### src/core/elic_pkg.sv
package elic_pkg;

  // ----------------------------------------------------------------
  // register selection and command word fields
  // ----------------------------------------------------------------
  localparam logic OFS_COMMAND   = 1'b0;
  localparam logic OFS_DATA_PORT = 1'b1;

  localparam int W1_NEED_FOURTH = 0;
  localparam int W1_SINGLE      = 1;
  localparam int W1_INTERVAL4   = 2;
  localparam int W1_LEVEL_TRIG  = 3;
  localparam int W1_SELECT      = 4;
  localparam int W1_BASE_LO     = 5;
  localparam int W2_DONE        = 5;
  localparam int W2_SPECIFIC    = 6;
  localparam int W3_SELECT      = 3;
  localparam int W3_READ_SVC    = 0;
  localparam int W3_READ_REQ    = 1;
  localparam int W3_POLL        = 2;
  localparam int W4_HOST16      = 0;
  localparam int W4_AUTO_CLEAR  = 1;
  localparam int W4_MASTER      = 2;
  localparam int W4_BUFFERED    = 3;

  // ----------------------------------------------------------------
  // acknowledge sequence and reset values
  // ----------------------------------------------------------------
  localparam logic [7:0] CALL_OPCODE    = 8'hcd;
  localparam logic [2:0] IDLE_LEVEL     = 3'h7;
  localparam logic [1:0] ACK_FIRST      = 2'h1;
  localparam logic [1:0] ACK_SECOND     = 2'h2;
  localparam logic [1:0] ACK_LAST_HOST8 = 2'h3;
  localparam logic [1:0] ACK_LAST_HOST16 = 2'h2;
  localparam logic [7:0] MASK_RST       = 8'h00;
  localparam logic [7:0] BITS_RST       = 8'h00;

  typedef enum logic [1:0] {
    INIT_READY,
    INIT_WAIT2,
    INIT_WAIT3,
    INIT_WAIT4
  } elic_init_t;

  typedef struct packed {
    logic       csN;
    logic       rdN;
    logic       wrN;
    logic       regSel;
    logic [7:0] data;
    logic       ackN;
    logic       spIn;
    logic [2:0] casIn;
    logic [7:0] req;
  } elic_pins_t;

  typedef struct packed {
    logic [2:0] lowBase;
    logic       levelTrig;
    logic       interval4;
    logic       single;
    logic       needFourth;
    logic [7:0] vecHigh;
    logic [7:0] cascMask;
    logic       host16;
    logic       autoClear;
    logic       bufMaster;
    logic       buffered;
  } elic_cfg_t;

  localparam elic_pins_t PINS_RST = '{csN: 1'b1, rdN: 1'b1, wrN: 1'b1,
    regSel: 1'b0, data: 8'h00, ackN: 1'b1, spIn: 1'b1, casIn: 3'h0,
    req: 8'h00};
  localparam elic_cfg_t CFG_RST = '0;

  // index of the highest priority (lowest numbered) set bit
  function automatic logic [2:0] lowestSet(input logic [7:0] v);
    logic [2:0] r;
    r = 3'h0;
    for (int i = 7; i >= 0; i--)
      if (v[i])
        r = 3'(i);
    return r;
  endfunction

endpackage

### src/core/elic_sync.sv
`timescale 1ns/1ps
module elic_sync
  import elic_pkg::*;
(
  input  wire logic       sys_clk,  // system clock
  input  wire logic       resetn,   // async reset, active low
  input  wire elic_pins_t asyncIn,  // raw pin levels
  output elic_pins_t      syncOut   // pin levels after two flops
);
  elic_pins_t metaQ_q;
  elic_pins_t metaQ_d;
  elic_pins_t sync_q;
  elic_pins_t sync_d;

  always_comb
  begin
    metaQ_d = asyncIn;
    sync_d  = metaQ_q;
  end

  always_ff @(posedge sys_clk or negedge resetn)
  begin
    if (!resetn)
    begin
      metaQ_q <= PINS_RST;
      sync_q  <= PINS_RST;
    end
    else
    begin
      metaQ_q <= metaQ_d;
      sync_q  <= sync_d;
    end
  end

  assign syncOut = sync_q;
endmodule

### src/core/elic_prio.sv
`timescale 1ns/1ps
module elic_prio
  import elic_pkg::*;
(
  input  wire logic [7:0] pending,    // unmasked requests
  input  wire logic [7:0] inService,  // levels being serviced
  output logic            found,      // a request may interrupt
  output logic [2:0]      level       // winning level
);
  // fully nested: level 0 highest, equal or lower levels wait
  always_comb
  begin
    level = lowestSet(pending);
    found = (|pending) &&
            (inService == BITS_RST || level < lowestSet(inService));
  end
endmodule

### src/core/elic_core.sv
`timescale 1ns/1ps
module elic_core
  import elic_pkg::*;
(
  input  wire logic       sys_clk,           // 40 MHz clock
  input  wire logic       resetn,            // async reset, active low
  input  wire logic       csN,               // chip select
  input  wire logic       rdN,               // read strobe
  input  wire logic       wrN,               // write strobe
  input  wire logic       regSel,            // register select bit
  input  wire logic [7:0] dataIn,            // data bus in
  output logic      [7:0] dataOut,           // data bus out
  output logic            dataOe,            // data bus drive enable
  input  wire logic       irqAckN,           // acknowledge pulse
  input  wire logic [7:0] requestIn,         // request inputs
  output logic            intOut,            // interrupt to host
  input  wire logic [2:0] cascadeSelIn,      // cascade lines in
  output logic      [2:0] cascadeSelOut,     // cascade lines out
  output logic            cascadeSelOe,      // cascade drive enable
  input  wire logic       slaveProgBufEnIn,  // slave program in
  output logic            slaveProgBufEnOut, // buffer enable out
  output logic            slaveProgBufEnOe   // buffer enable drive
);
  elic_pins_t pinsRaw;
  elic_pins_t pin;
  elic_pins_t prv_q;
  elic_init_t initState_q;
  elic_init_t initState_d;
  elic_cfg_t  cfg_q;
  elic_cfg_t  cfg_d;
  logic [7:0] imr_q;
  logic [7:0] imr_d;
  logic [7:0] irr_q;
  logic [7:0] irr_d;
  logic [7:0] isr_q;
  logic [7:0] isr_d;
  logic       readIsr_q;
  logic       readIsr_d;
  logic       poll_q;
  logic       poll_d;
  logic [1:0] ackCnt_q;
  logic [1:0] ackCnt_d;
  logic [2:0] ackLevel_q;
  logic [2:0] ackLevel_d;
  logic       ackNoSvc_q;
  logic       ackNoSvc_d;
  logic       ackCasc_q;
  logic       ackCasc_d;
  logic [7:0] dataOut_q;
  logic [7:0] dataOut_d;
  logic       dataOe_q;
  logic       dataOe_d;
  logic [2:0] casOut_q;
  logic [2:0] casOut_d;
  logic       int_q;
  logic       int_d;
  logic [7:0] isrSet;
  logic [7:0] isrClr;
  logic [7:0] irrSet;
  logic [7:0] irrClr;
  logic [7:0] ackByte;
  logic [7:0] readByte;
  logic [7:0] lowVec;
  logic [1:0] lastCount;
  logic       ours;
  logic       ackDrive;
  logic       found;
  logic [2:0] level;
  logic       isMaster;
  logic       casMatch;
  logic       wrStart;
  logic       rdEnd;
  logic       ackStart;
  logic       ackEnd;

  // ----------------------------------------------------------------
  // pin synchronisation and strobe edges
  // ----------------------------------------------------------------
  assign pinsRaw = '{csN: csN, rdN: rdN, wrN: wrN, regSel: regSel,
    data: dataIn, ackN: irqAckN, spIn: slaveProgBufEnIn,
    casIn: cascadeSelIn, req: requestIn};

  elic_sync uSync (
    .sys_clk (sys_clk),
    .resetn  (resetn),
    .asyncIn (pinsRaw),
    .syncOut (pin)
  );

  assign wrStart  = prv_q.wrN && !pin.wrN && !pin.csN && pin.rdN;
  assign rdEnd    = !prv_q.rdN && pin.rdN && !prv_q.csN;
  assign ackStart = prv_q.ackN && !pin.ackN;
  assign ackEnd   = !prv_q.ackN && pin.ackN;

  // ----------------------------------------------------------------
  // priority and cascade role
  // ----------------------------------------------------------------
  elic_prio uPrio (
    .pending   (irr_q & ~imr_q),
    .inService (isr_q),
    .found     (found),
    .level     (level)
  );

  assign isMaster  = cfg_q.buffered ? cfg_q.bufMaster : pin.spIn;
  assign casMatch  = pin.casIn == cfg_q.cascMask[2:0];
  assign lastCount = cfg_q.host16 ? ACK_LAST_HOST16 : ACK_LAST_HOST8;
  assign irrSet    = cfg_q.levelTrig ? pin.req :
                     pin.req & ~prv_q.req;

  // ----------------------------------------------------------------
  // next state
  // ----------------------------------------------------------------
  always_comb
  begin
    initState_d = initState_q;
    cfg_d       = cfg_q;
    imr_d       = imr_q;
    readIsr_d   = readIsr_q;
    poll_d      = poll_q;
    ackCnt_d    = ackCnt_q;
    ackLevel_d  = ackLevel_q;
    ackNoSvc_d  = ackNoSvc_q;
    ackCasc_d   = ackCasc_q;
    isrSet      = BITS_RST;
    isrClr      = BITS_RST;
    irrClr      = BITS_RST;
    // command writes
    if (wrStart && pin.regSel == OFS_COMMAND && pin.data[W1_SELECT])
    begin
      cfg_d.lowBase    = pin.data[7:W1_BASE_LO];
      cfg_d.levelTrig  = pin.data[W1_LEVEL_TRIG];
      cfg_d.interval4  = pin.data[W1_INTERVAL4];
      cfg_d.single     = pin.data[W1_SINGLE];
      cfg_d.needFourth = pin.data[W1_NEED_FOURTH];
      cfg_d.host16     = 1'b0;
      cfg_d.autoClear  = 1'b0;
      cfg_d.buffered   = 1'b0;
      cfg_d.bufMaster  = 1'b0;
      imr_d            = MASK_RST;
      isrClr           = 8'hff;
      readIsr_d        = 1'b0;
      poll_d           = 1'b0;
      initState_d      = INIT_WAIT2;
    end
    else if (wrStart && pin.regSel == OFS_COMMAND)
    begin
      if (!pin.data[W3_SELECT])
      begin
        if (pin.data[W2_DONE] && pin.data[W2_SPECIFIC])
          isrClr = 8'h01 << pin.data[2:0];
        else if (pin.data[W2_DONE])
          isrClr = (8'h01 << lowestSet(isr_q)) & isr_q;
      end
      else
      begin
        if (pin.data[W3_READ_REQ])
          readIsr_d = pin.data[W3_READ_SVC];
        poll_d = pin.data[W3_POLL];
      end
    end
    else if (wrStart)
    begin
      unique case (initState_q)
        INIT_READY:
          imr_d = pin.data;
        INIT_WAIT2:
        begin
          cfg_d.vecHigh = pin.data;
          if (!cfg_q.single)
            initState_d = INIT_WAIT3;
          else
            initState_d = cfg_q.needFourth ? INIT_WAIT4 : INIT_READY;
        end
        INIT_WAIT3:
        begin
          cfg_d.cascMask = pin.data;
          initState_d = cfg_q.needFourth ? INIT_WAIT4 : INIT_READY;
        end
        INIT_WAIT4:
        begin
          cfg_d.host16    = pin.data[W4_HOST16];
          cfg_d.autoClear = pin.data[W4_AUTO_CLEAR];
          cfg_d.bufMaster = pin.data[W4_MASTER];
          cfg_d.buffered  = pin.data[W4_BUFFERED];
          initState_d     = INIT_READY;
        end
      endcase
    end
    // acknowledge sequence
    if (ackStart)
    begin
      ackCnt_d = ackCnt_q + 2'h1;
      if (ackCnt_q == 2'h0)
      begin
        ackLevel_d = found ? level : IDLE_LEVEL;
        ackNoSvc_d = !found;
        ackCasc_d  = found && isMaster && !cfg_q.single &&
                     cfg_q.cascMask[level];
      end
    end
    ours = isMaster ? !ackCasc_d : casMatch;
    if (ackStart && ackCnt_d == lastCount && ours && !ackNoSvc_d)
    begin
      isrSet = 8'h01 << ackLevel_d;
      irrClr = 8'h01 << ackLevel_d;
    end
    if (ackEnd && ackCnt_q == lastCount)
    begin
      ackCnt_d = 2'h0;
      if (cfg_q.autoClear && ours && !ackNoSvc_q)
        isrClr = isrClr | (8'h01 << ackLevel_q);
    end
    // poll read takes the winning level into service
    if (rdEnd && poll_q)
    begin
      poll_d = 1'b0;
      if (found)
      begin
        isrSet = isrSet | (8'h01 << level);
        irrClr = irrClr | (8'h01 << level);
      end
    end
    isr_d = (isr_q & ~isrClr) | isrSet;
    irr_d = ((irr_q & ~irrClr) | irrSet) & pin.req;
    // bus output
    lowVec = cfg_q.interval4 ? {cfg_q.lowBase, ackLevel_d, 2'h0} :
             {cfg_q.lowBase[2:1], ackLevel_d, 3'h0};
    ackByte  = cfg_q.vecHigh;
    ackDrive = 1'b0;
    if (!pin.ackN && ackCnt_d == ACK_FIRST)
    begin
      ackByte  = CALL_OPCODE;
      ackDrive = !cfg_q.host16 && isMaster;
    end
    else if (!pin.ackN && ackCnt_d == ACK_SECOND)
    begin
      ackByte  = cfg_q.host16 ? {cfg_q.vecHigh[7:3], ackLevel_d} :
                 lowVec;
      ackDrive = ours;
    end
    else if (!pin.ackN && ackCnt_d == ACK_LAST_HOST8)
      ackDrive = ours;
    if (pin.regSel == OFS_DATA_PORT)
      readByte = imr_q;
    else if (poll_q)
      readByte = {found, 4'h0, level};
    else
      readByte = readIsr_q ? isr_q : irr_q;
    dataOe_d  = ackDrive || (!pin.csN && !pin.rdN && pin.wrN);
    dataOut_d = ackDrive ? ackByte : readByte;
    casOut_d  = (ackCnt_d != 2'h0 && ackCasc_d) ? ackLevel_d : 3'h0;
    int_d     = found && ackCnt_q == 2'h0 &&
                initState_q == INIT_READY;
  end

  always_ff @(posedge sys_clk or negedge resetn)
  begin
    if (!resetn)
    begin
      prv_q       <= PINS_RST;
      initState_q <= INIT_READY;
      cfg_q       <= CFG_RST;
      imr_q       <= MASK_RST;
      irr_q       <= BITS_RST;
      isr_q       <= BITS_RST;
      readIsr_q   <= 1'b0;
      poll_q      <= 1'b0;
      ackCnt_q    <= 2'h0;
      ackLevel_q  <= IDLE_LEVEL;
      ackNoSvc_q  <= 1'b0;
      ackCasc_q   <= 1'b0;
      dataOut_q   <= BITS_RST;
      dataOe_q    <= 1'b0;
      casOut_q    <= 3'h0;
      int_q       <= 1'b0;
    end
    else
    begin
      prv_q       <= pin;
      initState_q <= initState_d;
      cfg_q       <= cfg_d;
      imr_q       <= imr_d;
      irr_q       <= irr_d;
      isr_q       <= isr_d;
      readIsr_q   <= readIsr_d;
      poll_q      <= poll_d;
      ackCnt_q    <= ackCnt_d;
      ackLevel_q  <= ackLevel_d;
      ackNoSvc_q  <= ackNoSvc_d;
      ackCasc_q   <= ackCasc_d;
      dataOut_q   <= dataOut_d;
      dataOe_q    <= dataOe_d;
      casOut_q    <= casOut_d;
      int_q       <= int_d;
    end
  end

  assign dataOut           = dataOut_q;
  assign dataOe            = dataOe_q;
  assign intOut            = int_q;
  assign cascadeSelOut     = casOut_q;
  assign cascadeSelOe      = isMaster && !cfg_q.single;
  assign slaveProgBufEnOut = !dataOe_q;
  assign slaveProgBufEnOe  = cfg_q.buffered;
endmodule

### config.mk
export PLATFORM = sky130hd
export DESIGN_NAME = elic_core
export DESIGN_NICKNAME = d
export VERILOG_FILES = /design/src/core/elic_pkg.sv /design/src/core/elic_sync.sv /design/src/core/elic_prio.sv /design/src/core/elic_core.sv
export SDC_FILE = /design/constraint.sdc
export NUM_CORES = 1
export LEC_CHECK = 0
export ABC_AREA = 1
export BUFFER_PORTS_ARGS = -buffer_cell sky130_fd_sc_hd__buf_4
export CORE_AREA = 3 3 107 109
export CTS_CLUSTER_SIZE = 16
export DETAILED_ROUTE_END_ITERATION = 8
export DIE_AREA = 0 0 110 112
export PLACE_DENSITY = 0.8
export SLEW_MARGIN = 20
export SYNTH_ARGS = -nofsm -noshare
export SYNTH_HDL_FRONTEND = slang
export SYNTH_SLANG_ARGS = --single-unit
### constraint.sdc
create_clock -name sys_clk -period 2.9 [get_ports sys_clk]
set_clock_uncertainty 0.15 [all_clocks]
set_input_delay 0.435 -clock sys_clk [delete_from_list [all_inputs] [get_ports sys_clk]]
set_output_delay 0.435 -clock sys_clk [all_outputs]
set_load 0.02 [all_outputs]
# Word level (Yosys, flattened, before mapping)
# Index checks and enable logic that the tools add are counted.
# totals
latchBits	0
regBits	137
wordCells	231
input_bits	27
romBits	0
mem_bits_rw	0
output_inout_bits	16
memories	0
# op_classes
n_mux	80
n_eq_ne	10
bitwise	17
shifts	5
magnitude_cmp	2
n_reduce_logical	68
mul	0
addsub	1
div	0
# op_table
op	count
two-way mux 8 bit	22
two-way mux 3 bit	25
AND 8 bit	6
<< shifter 1 x 3 -> 8 bit, first input constant	5
NOT 8 bit	4
bitwise OR 8 bit	4
logical AND 1 bit	31
two-way mux 1 bit	19
two-way mux 4 bit	4
logical NOT 1 bit	14
two-way mux 2 bit	7
nonzero test 2 bit	7
AND reduction 3 bit	4
== test 2 bit, second input constant	4
logical NOT 8 bit	1
AND reduction 4 bit	2
OR reduction 8 bit	1
two-way mux 6 bit	1
one-hot mux 2 bit (3 select lines)	1
nonzero test 3 bit	2
== test 2 x 1 -> 1 bit, second input constant	2
== test 2 bit	2
logical NOT 2 bit	2
< comparator 3 x 4 -> 1 bit, second input constant	1
9 further kinds	12

# Longest topological paths before layout
# depth
word_depth	30
depth_mapped	24

# Modules after synthesis
# A second synthesis with hierarchy kept.
# unflattened
cells_unflattened	701
hier_area_um2	6075.8
# by_module_without_submodules
module	instances	area_per_inst_um2	seq_area_each_um2	cells_per_inst
elic_core	1	4561.9	2185.8	597
elic_sync	1	1263.7	1263.7	50
elic_prio	1	250.2	0.0	54

# Least setup slack after synthesis
# No wires, ideal clock.
# synth_timing
path_type	reg2reg
startpoint	reg irr_q[0]
endpoint	reg irr_q[0]
slack_ps	251
stages_incl_launch_ff	19
n_path_buf	1
arrival_time_ps	2378
setup_time_ps	121
required_time_ps	2629
path_cell_list	dfrtp_1 > inv_1 > or2_1 > buf_2 > nand2_1 > nor2_1 > inv_1 > nor2_2 > ha_1 > a21oi_1 > nand2_1 > nand2_2 > nand2_4 > nand2_1 > nand2_1 > nor3b_4 > nand3_1 > nand3_1 > a21oi_1
# synth_via
word_cells_on_any_way	34
# synth_lines
element	line	text
from (decl)	elic_core.sv:33	logic [7:0] irr_q;
from (signal assigned)	elic_core.sv:284	irr_q <= irr_d;
AND 8 bit *	elic_core.sv:99	.pending (irr_q & ~imr_q),
two-way mux 3 bit	elic_pkg.sv:81	if (v[i])
< comparator 3 bit	elic_prio.sv:15	(inService == BITS_RST || level < lowestSet(inService));
logical OR 1 bit	elic_prio.sv:15	
logical AND 1 bit *	elic_prio.sv:14	found = (|pending) &&
logical NOT 1 bit *	elic_core.sv:197	ackNoSvc_d = !found;
two-way mux 1 bit *	elic_core.sv:194	if (ackCnt_q == 2'h0)
two-way mux 1 bit *	elic_core.sv:191	if (ackStart)
net ackNoSvc_d	elic_core.sv:46	logic ackNoSvc_d;
(+3 left out)	n/a	
bitwise OR 8 bit	elic_core.sv:221	irrClr = irrClr | (8'h01 << level);
two-way mux 8 bit	elic_core.sv:218	if (found)
two-way mux 8 bit *	elic_core.sv:215	if (rdEnd && poll_q)
NOT 8 bit *	elic_core.sv:225	irr_d = ((irr_q & ~irrClr) | irrSet) & pin.req;
AND 8 bit *	elic_core.sv:225	
bitwise OR 8 bit *	elic_core.sv:225	
AND 8 bit *	elic_core.sv:225	
net irr_d[0]	elic_core.sv:34	logic [7:0] irr_d;
# The timed path passes the listed nets; every way through them passes the cells marked *. The select of a mux whose other input is x is not followed.
# A chain may end at the register's enable or synchronous reset.

# Worst setup path after layout
# layout_timing
startpoint	reg isr_q[0]
endpoint	reg irr_q[3]
# layout_via
word_cells_on_any_way	30
# layout_lines
element	line	text
from (decl)	elic_core.sv:35	logic [7:0] isr_q;
from (signal assigned)	elic_core.sv:285	isr_q <= isr_d;
two-way mux 3 bit	elic_pkg.sv:81	
< comparator 3 bit	elic_prio.sv:15	
logical OR 1 bit *	elic_prio.sv:15	
logical AND 1 bit *	elic_prio.sv:14	
logical NOT 1 bit *	elic_core.sv:197	
two-way mux 1 bit *	elic_core.sv:194	
two-way mux 1 bit *	elic_core.sv:191	
net ackNoSvc_d	elic_core.sv:46	
(+3 left out)	n/a	
bitwise OR 8 bit	elic_core.sv:221	
two-way mux 8 bit	elic_core.sv:218	
two-way mux 8 bit *	elic_core.sv:215	
NOT 8 bit *	elic_core.sv:225	
AND 8 bit *	elic_core.sv:225	
bitwise OR 8 bit *	elic_core.sv:225	
AND 8 bit *	elic_core.sv:225	
net irr_d[3]	elic_core.sv:34	
# The timed path passes the listed nets; every way through them passes the cells marked *.

==> metrics.txt <==
area grow syn2layout 30.92%; clk slew on worst S/H paths 0.07 ns; count leader, synth nand2_1; Worst Setup End Kind flip-flop; IO Port Bufs 42; Worst-Skew Late Latency 0.55 ns; Syn Std Cell Area 6008 um^2; Multi-input gate area approximately 2400 um^2; Post-synth top cells nand2_1 (146), dfrtp_1 (120), inv_1 (90); via count 5113; Mean Syn Cell Area 8.981 um^2; storage element area around 3400 um^2; Slew HR between 50 and 60%; final hold slack 0.2009 ns; status finished, final reports clean; average wire per standard cell between 15 and 20 um; die area approximately 12000 um^2; fin cells 940; setup tns final 0 ns; GP Congestion 0.9711; initial antenna violation count 0; Post-synth ARST share 100.0%; Filler Cells Inserted 779; period utilization 94.11%; Fmax 0.3664 GHz; Total Wirelength between 15000 and 20000 um; Synth top area share 49.98%; worst vdd ir 0.0007053 V; row cnt 38; n_diodes 0; Overall Global Routing Usage 29.55%; worst-path maximum fanout 8; CP Launch Type flip-flop; GRT overflow 0; global-route wire length before repair 26970 um; fin crit period 2.729 ns; Routed Antenna Nets 0; Yosys warning count 0; Placeable Area 10700 um^2; post-synthesis sequential area ratio between 50% and 60%; Post-synth EDFFs 0; htree depth 4; worst endpoint data arrival time approximately 3.0 ns; die extent in y roughly 110 um; Slew @ Worst Pin 0.6660 ns; WS Path Type reg -> reg; largest net degree at the start of global routing 62; placed wire-length estimate 12270 um; endpoints failing hold 0; flop and latch count out of synthesis 137; Via density between 5 and 6; clock buffer depth 2; CTS tree yes; drt pass-1 iters 7; Final Max Slew Viols 0; post-synth top area cell dfrtp_1; Final Setup Violations 0; I/O pin count 43; initial core utilization 56.16%; Mapped Nets 703; layout cells sized above 1 24.50%; Die Wd 110 um; vias in the first global route 5077; CP required 3.18 ns; Mapped Cells 669; dpl cells slightly below 900; Top FF cell, synth dfrtp_1; synth top area cells dfrtp_1 (50%), nand2_1 (9.1%), dfstp_2 (7.4%), inv_1 (5.6%), o21ai_0 (5.3%); Hold Crit Class reg -> reg; PwrDens 898.0 nW/um^2; Starting DRT DRC Count 448; CTS Root Cell clkbuf_8; Distinct cells, synth 46; DRC 0; Sink Count 137; TritonCTS buffer count 17; number of max-cap violations 0; Final Core Density 73.53%; Leak Pwr 3.820 nW; Final Net Count 821
[layer usage]
| metal | track usage, % | vias up | wire length [um] |
|---|---|---|---|
| met5 | 0 | - | 0 |
| met4 | 10.47 | 0 | 341 |
| met3 | 7.362 | 30 | 977 |
| met2 | 45.06 | 186 | 8169 |
| met1 | 41.15 | 2481 | 7356 |
| li1 | - | 2416 | - |
[what timing repair did]
item | in CTS | in global routing
endpoints found under the setup margin | 11 | 25
hold buffers | 26 | 0
gates cloned | 0 | 3
hold endpoints to repair | 83 | 0
resized for setup | 1 | 53
pin swaps | 1 | 14
buffers inserted | 1 | 7
[final timing paths]
| path | startpoint | to | slack, ns | cells past startpoint |
|---|---|---|---|---|
| max reg2reg | isr_q[0]$_DFF_PN0_ | irr_q[3]$_DFF_PN0_ | 0.17 | 14 |
| min | uSync.metaQ_q[1]$_DFF_PN0_ | uSync.syncOut[1]$_DFF_PN0_ | 0.20 | 0 |
| min reg2reg | uSync.metaQ_q[1]$_DFF_PN0_ | uSync.syncOut[1]$_DFF_PN0_ | 0.20 | 0 |
| max | isr_q[0]$_DFF_PN0_ | irr_q[3]$_DFF_PN0_ | 0.17 | 14 |
| max in group asynchronous | resetn | uSync.syncOut[24]$_DFF_PN1_ | 1.54 | 3 |
| min in group asynchronous | resetn | dataOe$_DFF_PN0_ | 0.28 | 2 |
[area by class of cell]
cell class | instances | area share [%]
clock inverter | 15 | 1.941
timing repair buffer | 107 | 11.45
clock buffer | 17 | 5.265
inverter | 97 | 4.724
sequential | 137 | 43.85
timing repair inverter | 1 | 0.07953
multi-input combinational | 426 | 30.46
tap | 140 | 2.227
[metrics by stage]
| stage | instance area [um^2] | setup WS, ns | total power, mW |
|---|---|---|---|
| floorplan | 6008 | 0.2511 | 3.719 |
| global placement | 6690 | 0.06623 | 4.615 |
| detailed placement | 6690 | -0.02031 | 4.603 |
| CTS | 7543 | 0.06589 | 6.704 |
| global route | 7866 | -0.01381 | 7.485 |
| finish | 7866 | 0.1708 | 7.064 |
[where the power goes]
group	internal, mW	switching [mW]
Combinational	0.974	1.60
Clock	1.10	0.937
Sequential	2.21	0.238
[cells by family (layout without fill, tap and decap cells)]
family / count (synthesis) / count (layout) / synth area share, %
AOI/OAI and AO/OA: 124 / 124 / 11.89
xor gates and xnor gates: 5 / 5 / 0.7288
adders and majority gates: 7 / 7 / 1.458
buffers and inverters: 108 / 237 / 7.018
DFF: 137 / 137 / 57.41
and+or+nand+nor: 288 / 290 / 21.49
[state kept, by name, indices dropped and copies added (netlist names), 2 cells and up]
name	cells
uSync.metaQ_q	25
dataOut	8
imr_q	8
ackCnt_q	2
prv_q	12
uSync.syncOut	25
initState_q	2
isr_q	8
irr_q	8
ackLevel_q	3
cfg_q	26
cascadeSelOut	3
[worst max-delay path: stages (launching register included)]
cell     delay (ns)
dfrtp_1        0.45
nor4_4         0.32
nand2_1        0.19
ha_4           0.28
a21oi_1        0.15
nand2_1        0.08
nand2_2        0.09
nand2_4        0.10
nand2_4        0.08
nand2_2        0.07
nor3b_4        0.22
buf_12         0.17
nand3_1        0.11
nand3_1        0.10
a21oi_1        0.07
[cells in the final DEF (no fill, tap or decap), types with 5 or more instances in the layout]
master / instances
nand2_1: 138
dfrtp_1: 120
inv_1: 88
buf_4: 77
o21ai_0: 62
nor2_1: 45
nand3_1: 37
dlygate4sd3_1: 26
a21oi_1: 20
dfstp_2: 17
clkbuf_16: 16
nand2_2: 12
nor3_1: 11
nand4_1: 10
nand3_2: 8
inv_2: 7
o22ai_1: 7
nand2_4: 6
inv_8: 6
o31ai_1: 5
ha_1: 5
Power figures use the tool's default switching activity.
